`src/common/uasu_pkg.sv`:
```
// package of the async serial unit status and data buffer block
// assumes one bus clock; shifter and sampler logic live outside this block
package uasu_pkg;
  localparam logic [7:0] ADDR_CTRL    = 8'h0C;
  localparam logic [7:0] ADDR_STATUS1 = 8'h10;
  localparam logic [7:0] ADDR_STATUS2 = 8'h14;
  localparam logic [7:0] ADDR_DATA    = 8'h18;
  localparam logic [7:0] ADDR_ERRCTL  = 8'h1C;
  // control register fields
  localparam int CTRL_TXE_IE  = 7;
  localparam int CTRL_TC_IE   = 6;
  localparam int CTRL_RXF_IE  = 5;
  localparam int CTRL_IDLE_IE = 4;
  localparam int CTRL_RX_EN   = 3;
  localparam int CTRL_MODE9   = 0;
  // error control register fields
  localparam int ERR_NINTH    = 7;
  localparam int ERR_OVR_IE   = 3;
  localparam int ERR_NOISE_IE = 2;
  localparam int ERR_FRAME_IE = 1;
  localparam int ERR_PAR_IE   = 0;
  // secondary status fields
  localparam int ST2_BREAK    = 1;
  localparam int ST2_RPF      = 0;
  localparam logic [7:0] CTRL_RESET   = 8'h00;
  localparam logic [3:0] ERR_EN_RESET = 4'h0;
  localparam logic [1:0] HTRANS_NONSEQ_BIT = 2'h2;

  // flag order equals the primary status byte, bit 7 first
  typedef struct packed {
    logic tx_empty;
    logic tx_complete;
    logic rx_full;
    logic idle;
    logic overrun;
    logic noise;
    logic framing;
    logic parity;
  } uasu_flags_t;

  localparam uasu_flags_t FLAGS_RESET = 8'hC0;

  typedef struct packed {
    logic       char_done;
    logic       break_det;
    logic       noise;
    logic       parity_err;
    logic       stop_zero;
    logic       start_low;
    logic       false_start;
    logic       idle_char;
    logic [8:0] data;
  } uasu_rx_evt_t;

  typedef struct packed {
    logic load;
    logic active;
    logic queued;
  } uasu_tx_evt_t;

  typedef struct packed {
    uasu_flags_t flags;
    logic        brk;
    logic        rx_in_progress_flag;
    uasu_flags_t arm1;
    logic        arm2;
    logic [7:0]  ctrl;
    logic [3:0]  err_en;
    logic        idle_allow;
    logic        brk_rearm;
    logic [1:0]  pin_sync;
    logic        ph_sel;
    logic        ph_write;
    logic [7:0]  ph_addr;
    logic [7:0]  rdata;
  } uasu_state_t;

  typedef struct packed {
    logic [7:0] rx_data;
    logic       rx_ninth;
    logic [7:0] tx_data;
  } uasu_buf_t;
endpackage

```
`src/core/uasu_top.sv`:
```
// status flags, interrupt requests and data buffer of the async serial unit
// assumes the receive sampler and transmit shifter run on SYS_CLK and give one-cycle events
//
// Register access over AHB-Lite was left to the implementer.
`timescale 1ns/1ns
`default_nettype none
module uasu_top
  import uasu_pkg::*;
(
  input  wire logic          SYS_CLK,
  input  wire logic          RESET,
  input  wire logic          HSEL,
  input  wire logic [31:0]   HADDR,
  input  wire logic [1:0]    HTRANS,
  input  wire logic          HWRITE,
  input  wire logic [2:0]    HSIZE,
  input  wire logic          HREADY,
  input  wire logic [31:0]   HWDATA,
  output logic      [31:0]   HRDATA,
  output logic               HREADYOUT,
  output logic               HRESP,
  input  wire logic          RX_INPUT_PIN,
  input  wire uasu_rx_evt_t  RX_EVT,
  input  wire uasu_tx_evt_t  TX_EVT,
  output logic      [7:0]    TX_DATA,
  output logic               TX_IRQ,
  output logic               RX_IRQ,
  output logic               ERR_IRQ,
  output logic               RX_ENABLE,
  output logic               MODE9
);
  uasu_state_t s;
  uasu_state_t next_s;
  uasu_buf_t   b;
  uasu_buf_t   next_b;
  logic        addr_phase;
  logic        wr_hit;
  logic        rd_s1;
  logic        rd_s2;
  logic        rd_data;
  logic        wr_data;
  logic        rx_accept;
  logic        line_high;

  function automatic logic hit(input logic [7:0] a, input logic [7:0] reg_addr);
    hit = (a == reg_addr);
  endfunction

  // reads act in the address phase so the returned byte and the arming agree
  assign addr_phase = HSEL && HTRANS[1] && HREADY;
  assign rd_s1      = addr_phase && !HWRITE && hit(HADDR[7:0], ADDR_STATUS1);
  assign rd_s2      = addr_phase && !HWRITE && hit(HADDR[7:0], ADDR_STATUS2);
  assign rd_data    = addr_phase && !HWRITE && hit(HADDR[7:0], ADDR_DATA);
  assign wr_hit     = s.ph_sel && s.ph_write;
  assign wr_data    = wr_hit && hit(s.ph_addr, ADDR_DATA);
  assign rx_accept  = RX_EVT.char_done && !s.flags.rx_full;
  assign line_high  = s.pin_sync[1];

  always_comb begin
    next_s = s;
    next_b = b;
    next_s.pin_sync = {s.pin_sync[0], RX_INPUT_PIN};
    // data phase writes
    if (wr_hit && hit(s.ph_addr, ADDR_CTRL)) begin
      next_s.ctrl = HWDATA[7:0];
      // enabling the receiver demands a fresh character
      if (HWDATA[CTRL_RX_EN] && !s.ctrl[CTRL_RX_EN]) begin
        next_s.idle_allow = 1'b0;
      end
    end
    if (wr_hit && hit(s.ph_addr, ADDR_ERRCTL)) begin
      next_s.err_en = HWDATA[3:0];
    end
    if (wr_data) begin
      next_b.tx_data = HWDATA[7:0];
      if (s.arm1.tx_empty) begin
        next_s.flags.tx_empty = 1'b0;
        next_s.arm1.tx_empty  = 1'b0;
      end
    end
    // data read clears only the flags that the status read saw set
    if (rd_data) begin
      next_s.flags.rx_full = s.flags.rx_full & ~s.arm1.rx_full;
      next_s.flags.idle    = s.flags.idle & ~s.arm1.idle;
      next_s.flags.overrun = s.flags.overrun & ~s.arm1.overrun;
      next_s.flags.noise   = s.flags.noise & ~s.arm1.noise;
      next_s.flags.framing = s.flags.framing & ~s.arm1.framing;
      next_s.flags.parity  = s.flags.parity & ~s.arm1.parity;
      if (s.arm1.idle) begin
        next_s.idle_allow = 1'b0;
      end
      if (s.arm2) begin
        next_s.brk = 1'b0;
      end
      next_s.arm1 = '0;
      next_s.arm1.tx_empty = s.arm1.tx_empty;
      next_s.arm2 = 1'b0;
    end
    // logic 1s on the line rearm break detection
    if (line_high) begin
      next_s.brk_rearm = 1'b1;
    end
    // hardware sets follow the clears so a set in the same cycle wins
    // shifter took the character
    if (TX_EVT.load) begin
      next_s.flags.tx_empty = 1'b1;
    end
    if (RX_EVT.char_done) begin
      if (rx_accept) begin
        next_s.flags.rx_full = 1'b1;
        next_s.idle_allow    = 1'b1;
        next_b.rx_data       = RX_EVT.data[7:0];
        next_b.rx_ninth      = s.ctrl[CTRL_MODE9] ? RX_EVT.data[8] : RX_EVT.data[7];
        if (RX_EVT.break_det && s.ctrl[CTRL_MODE9]) begin
          next_b.rx_ninth = 1'b0;
        end
      end else begin
        next_s.flags.overrun = 1'b1;
      end
      if (RX_EVT.stop_zero || RX_EVT.break_det) begin
        next_s.flags.framing = 1'b1;
      end
      if (RX_EVT.parity_err) begin
        next_s.flags.parity = 1'b1;
      end
      if (RX_EVT.break_det && s.brk_rearm) begin
        next_s.brk       = 1'b1;
        next_s.brk_rearm = 1'b0;
      end
      next_s.rx_in_progress_flag = 1'b0;
    end
    if (RX_EVT.noise) begin
      next_s.flags.noise = 1'b1;
    end
    // idle gated by a prior valid character
    if (RX_EVT.idle_char && s.idle_allow) begin
      next_s.flags.idle = 1'b1;
    end
    if (RX_EVT.false_start || RX_EVT.idle_char) begin
      next_s.rx_in_progress_flag = 1'b0;
    end
    if (RX_EVT.start_low) begin
      next_s.rx_in_progress_flag = 1'b1;
    end
    // tx complete follows empty and idle shifter, queueing clears it
    next_s.flags.tx_complete = next_s.flags.tx_empty && !TX_EVT.active && !TX_EVT.queued;
    // address phase capture and read data from the updated state
    next_s.ph_sel   = addr_phase;
    next_s.ph_write = HWRITE;
    next_s.ph_addr  = HADDR[7:0];
    next_s.rdata    = 8'h00;
    if (addr_phase && !HWRITE) begin
      case (HADDR[7:0])
        ADDR_CTRL:    next_s.rdata = next_s.ctrl;
        ADDR_STATUS1: next_s.rdata = next_s.flags;
        ADDR_STATUS2: begin
          next_s.rdata[ST2_BREAK] = next_s.brk;
          next_s.rdata[ST2_RPF]   = next_s.rx_in_progress_flag;
        end
        ADDR_DATA:    next_s.rdata = next_b.rx_data;
        ADDR_ERRCTL:  next_s.rdata = {next_b.rx_ninth, 3'h0, next_s.err_en};
        default:      next_s.rdata = 8'h00;
      endcase
    end
    // arming records what software saw; it holds until the data access
    if (rd_s1) begin
      next_s.arm1 = next_s.arm1 | next_s.flags;
    end
    if (rd_s2 && next_s.brk) begin
      next_s.arm2 = 1'b1;
    end
  end

  always_ff @(posedge SYS_CLK or posedge RESET) begin
    if (RESET) begin
      s            <= '0;
      s.flags      <= FLAGS_RESET;
      s.ctrl       <= CTRL_RESET;
      s.err_en     <= ERR_EN_RESET;
      s.brk_rearm  <= 1'b1;
    end else begin
      s <= next_s;
    end
  end

  // the data buffer has no reset: its contents survive a system reset
  always_ff @(posedge SYS_CLK) begin
    b <= next_b;
  end

  assign HRDATA    = {24'h000000, s.rdata};
  assign HREADYOUT = 1'b1;
  assign HRESP     = 1'b0;
  assign TX_DATA   = b.tx_data;
  assign RX_ENABLE = s.ctrl[CTRL_RX_EN];
  assign MODE9     = s.ctrl[CTRL_MODE9];
  assign TX_IRQ = (s.flags.tx_empty && s.ctrl[CTRL_TXE_IE])
               || (s.flags.tx_complete && s.ctrl[CTRL_TC_IE]);
  // receiver request; break and in-progress never request
  assign RX_IRQ = (s.flags.rx_full && s.ctrl[CTRL_RXF_IE])
               || (s.flags.idle && s.ctrl[CTRL_IDLE_IE]);
  assign ERR_IRQ = (s.flags.overrun && s.err_en[ERR_OVR_IE])
                || (s.flags.noise && s.err_en[ERR_NOISE_IE])
                || (s.flags.framing && s.err_en[ERR_FRAME_IE])
                || (s.flags.parity && s.err_en[ERR_PAR_IE]);
endmodule
`default_nettype wire

```
`config.mk`:
```
export PLATFORM = sky130hd
export DESIGN_NAME = uasu_top
export DESIGN_NICKNAME = d
export VERILOG_FILES = /design/src/common/uasu_pkg.sv /design/src/core/uasu_top.sv
export SDC_FILE = /design/constraint.sdc
export NUM_CORES = 1
export LEC_CHECK = 0
export ABC_AREA = 0
export BUFFER_PORTS_ARGS = -buffer_cell sky130_fd_sc_hd__buf_4
export CORE_MARGIN = 2
export CORE_UTILIZATION = 47
export CTS_CLUSTER_DIAMETER = 60
export DETAILED_ROUTE_END_ITERATION = 8
export PLACE_DENSITY = 0.79
export SYNTH_ARGS = -nofsm -noshare
export SYNTH_HDL_FRONTEND = slang
export SYNTH_SLANG_ARGS = --single-unit
```
`constraint.sdc`:
```
create_clock -name SYS_CLK -period 2.5 [get_ports SYS_CLK]
set_input_delay 0.5 -clock SYS_CLK [delete_from_list [all_inputs] [get_ports SYS_CLK]]
set_output_delay 0.5 -clock SYS_CLK [all_outputs]
set_load 0.01 [all_outputs]
```
* Yosys cells after proc, flatten, opt, wreduce, memory -nomap -nowiden
Index checks and enable logic that the tools add are counted.
Word-level totals: output and inout port bits 47, register bits after elaboration 70, bits of input ports 95, logic and storage cells 129
Operators by class: equality and inequality tests 8, mux-type cells 38, reductions and logical operators 39, bitwise gates (word level) 13
Operator list (number):
- == test 8 x 5 -> 1 bit, second input constant | 6
- two-way mux 9 bit | 3
- logical AND 1 bit | 26
- two-way mux 1 bit | 26
- two-way mux 8 bit | 3
- one-hot mux 6 bit (4 select lines) | 1
- == test 8 x 4 -> 1 bit, second input constant | 2
- one-hot mux 2 bit (5 select lines) | 1
- two-way mux 4 bit | 2
- OR 8 bit | 1
- logical OR 1 bit | 7
- two-way mux 7 bit | 1
- bitwise AND 1 bit | 6
- NOT 1 bit | 6
- logical NOT 1 bit | 5
- two-way mux 2 bit | 1
- nonzero test 2 bit | 1

* Logic depth before layout (Yosys ltp)
depth in word-level cells 11, gate-level depth with buffers 7, gate-level depth less buffers 5

* Least setup slack after synthesis
OpenSTA, ideal clock, no wires.
kind register -> register, from register s[13] (netlist bit), to register s, in the netlist HRDATA[2], buffers on the path 0, slack 618 ps, period minus slack after synthesis 1882 ps, data required time 2353 ps, arrival time 1736 ps, library setup time 147 ps, stages on the path, launching flop included 6, cell sequence dfrtp_1 > nor4b_4 > and4_1 > mux2_2 > a221oi_2 > a21oi_1
RTL lines:
- start, declared | RTL line uasu_top.sv:32 | uasu_state_t s;
- start signal, assigned | RTL line uasu_top.sv:182 | s <= next_s;

==> flow_metrics.tcl <==
set metrics [dict create \
    worstSetupPathType "reg2reg" \
    die_area_sq_um 7340 \
    final_cell_mix "buf_4, dfrtp_1, conb_1" \
    skew_ns 0.00726 \
    cts_buffers 9 \
    max_slew.worst_pin.slew_ns 0.904 \
    core_sq_um 6390 \
    cts_buffer_depth 2 \
    area_growth_pct 16.1 \
    worstHoldStart "RX_INPUT_PIN" \
    path_buf_inv 0 \
    grt.total_usage_pct 18.9 \
    routed_wl_um 6400 \
    period_minus_slack_ns 2.12 \
    critPathCaptureType "register" \
    drtIter0Drc 188 \
    die_h_um 85.7 \
    vias 2037 \
    drv_cap 0 \
    dpl.hpwl_um 4840 \
    p_leak_uw 0.00171 \
    path_clk_slew_ns 0.07 \
    start_util_pct 49.1 \
    synth_edf_count 8 \
    endpoint "HRDATA[2]$_DFF_PP0_" \
    syn_area_sq_um 3130 \
    power.density_nw_per_um2 581 \
    gp_congestion 0.830 \
    cp.depth 5 \
    nNetsFinal 406 \
    ys_types 48 \
    portBuffers 63 \
    crit_fanout 4 \
    fmax_mhz 471 \
    stdcell_area_sq_um 3640 \
    reg2reg_from "s[13]$_DFF_PP0_" \
    ys_warn_count 0 \
    vias_per_cell 5.18 \
    row_count 29 \
    path_delay_family "simple AND/OR/NAND/NOR gates" \
    crit_arrival_ns 2.30 \
    hold_buffers 0 \
    finalWorstSetupSlack_ns 0.378 \
    ant_nets 0 \
    yosysSeqAreaShare_pct 55.0 \
    async_reset_ff_share_pct 75.4 \
    syn_avg_cell_area_sq_um 12.2 \
    cp-startpoint "s[13]$_DFF_PP0_" \
    final_util_pct 57.0 \
    wl_per_cell_um 16.3 \
    fill_cells 545 \
    grt_pass1_vias 2043 \
    drc_errors 0 \
    irDropWorstVdd_mv 0.274 \
    reg2reg_to "HRDATA[2]$_DFF_PP0_" \
    dp.cells 377 \
    dp_slack_ns 0.294 \
    path_cells "nor4b_4 > and4_1 > mux2_2 > a221oi_2 > a21oi_1" \
    layout-drive-gt1-share_pct 36.1 \
    finalHoldViolations 0 \
    grt_pass1_wl_um 10300 \
    worstHoldPathType "in2reg" \
    relSlewSlack_pct 39.1 \
    grt_max_degree 44 \
    slowest_delay_ns 0.40 \
    synth_ff_type "dfrtp_1" \
    final_cells 393 \
    ff2ff_path_depth 5 \
    drv_slew 0 \
    die_w_um 85.7 \
    rsz0062_at_grt "no" \
    postCtsSetupBuffers 0 \
    place_area_sq_um 3490 \
    antenna-diode-count 0 \
    period_share_pct 84.9 \
    io_pins 142 \
    cts-resized-gates 0 \
    layout_commonest_cell "buf_4" \
    setup_viol 0 \
    cp.required_ns 2.68 \
    cts.sinks 69 \
    cp_slowest_cell "mux2_2" \
    synth-seq-cells 69 \
    clk_latency_ns 0.34 \
    status "finished clean" \
    cts_tree "done" \
    antenna_found_initial 0 \
    clock_tree.root_cell "clkbuf_8" \
    h-tree-depth 3 \
    setup_tns_ns 0 \
    firstDrtPassIters 4 \
    reg2reg_setup_slack_ns 0.38 \
    gr-total-overflow 0 \
    cp-start-kind "register" \
    syn-instance-count 256 \
]
-- where the power goes --
part	total (uW)	switching [uW]	internal [uW]
clock network	739	383	356
registers	1190	16.3	1180
logic	185	95.4	89.1
-- Yosys cell counts (all sizes together) (2+ instances only) --
master / count / area (sq um)
dfrtp: 49 / 1230
buf: 45 / 330
mux2: 20 / 236
nand2: 16 / 60.1
a22o: 11 / 96.3
dfxtp: 9 / 180
nor2b: 9 / 56.3
edfxtp: 8 / 240
inv: 8 / 30.0
nor2: 8 / 46.3
o21ai: 8 / 40.0
a21oi: 7 / 35.0
a221oi: 5 / 68.8
a22oi: 5 / 37.5
and2: 5 / 31.3
and3: 3 / 20.0
dfstp: 3 / 78.8
nand3: 3 / 15.0
nand4: 3 / 18.8
nor4b: 3 / 56.3
o21a: 3 / 22.5
a41oi: 2 / 17.5
and4: 2 / 17.5
clkbuf: 2 / 7.51
conb: 2 / 7.51
-- metal layers --
layer  wire length, um  vias up  track usage (%)
li1                  -      957                -
met1              2780      982             24.4
met2              3040       86             29.8
met3               453       12             5.77
met4               119        0             7.36
met5                 0        -                0
-- final cells by class --
cell class / instances / area (sq um) / share of cell area (%)
Sequential cell: 69 / 1730 / 47.4
Multi-Input combinational cell: 156 / 1130 / 31.1
Timing Repair Buffer: 67 / 503 / 13.8
Clock buffer: 13 / 139 / 3.82
Tap cell: 77 / 96.3 / 2.65
Inverter: 8 / 30.0 / 0.825
Clock inverter: 3 / 15.0 / 0.413
-- cells by family after synthesis --
kind of cell / share of synthesized area, %
other cells: 0.240
mux: 7.86
simple gates: 13.1
buf+inv: 11.7
compound gates: 12.0
flops: 55.1
-- how the worst min path moves through the flow --
stage                                       to  slack [ns]  cells after the start
after floorplan            line_high$_DFF_PP0_        0.33                      0
after global placement     line_high$_DFF_PP0_        0.34                      0
after detailed placement   line_high$_DFF_PP0_        0.34                      0
after CTS                 next_s[19]$_DFF_PP0_        0.25                      1
after global routing      next_s[19]$_DFF_PP0_        0.25                      1
final                     next_s[19]$_DFF_PP0_        0.27                      1
-- registers in the layout, indices dropped and copies added, names as in the netlist --
name	flops
HRDATA	8
MODE9	1
RX_ENABLE	1
TX_DATA	8
b	9
line_high	1
next_s	1
s	40
-- stage by stage --
stage	power, uW	hold WS [ns]
final	2120	0.268
after global routing	2210	0.251
after CTS	2140	0.251
after detailed placement	1400	0.336
after global placement	1390	0.336
after floorplan	1330	0.331
No activity file was read; power rests on OpenSTA's default activity.
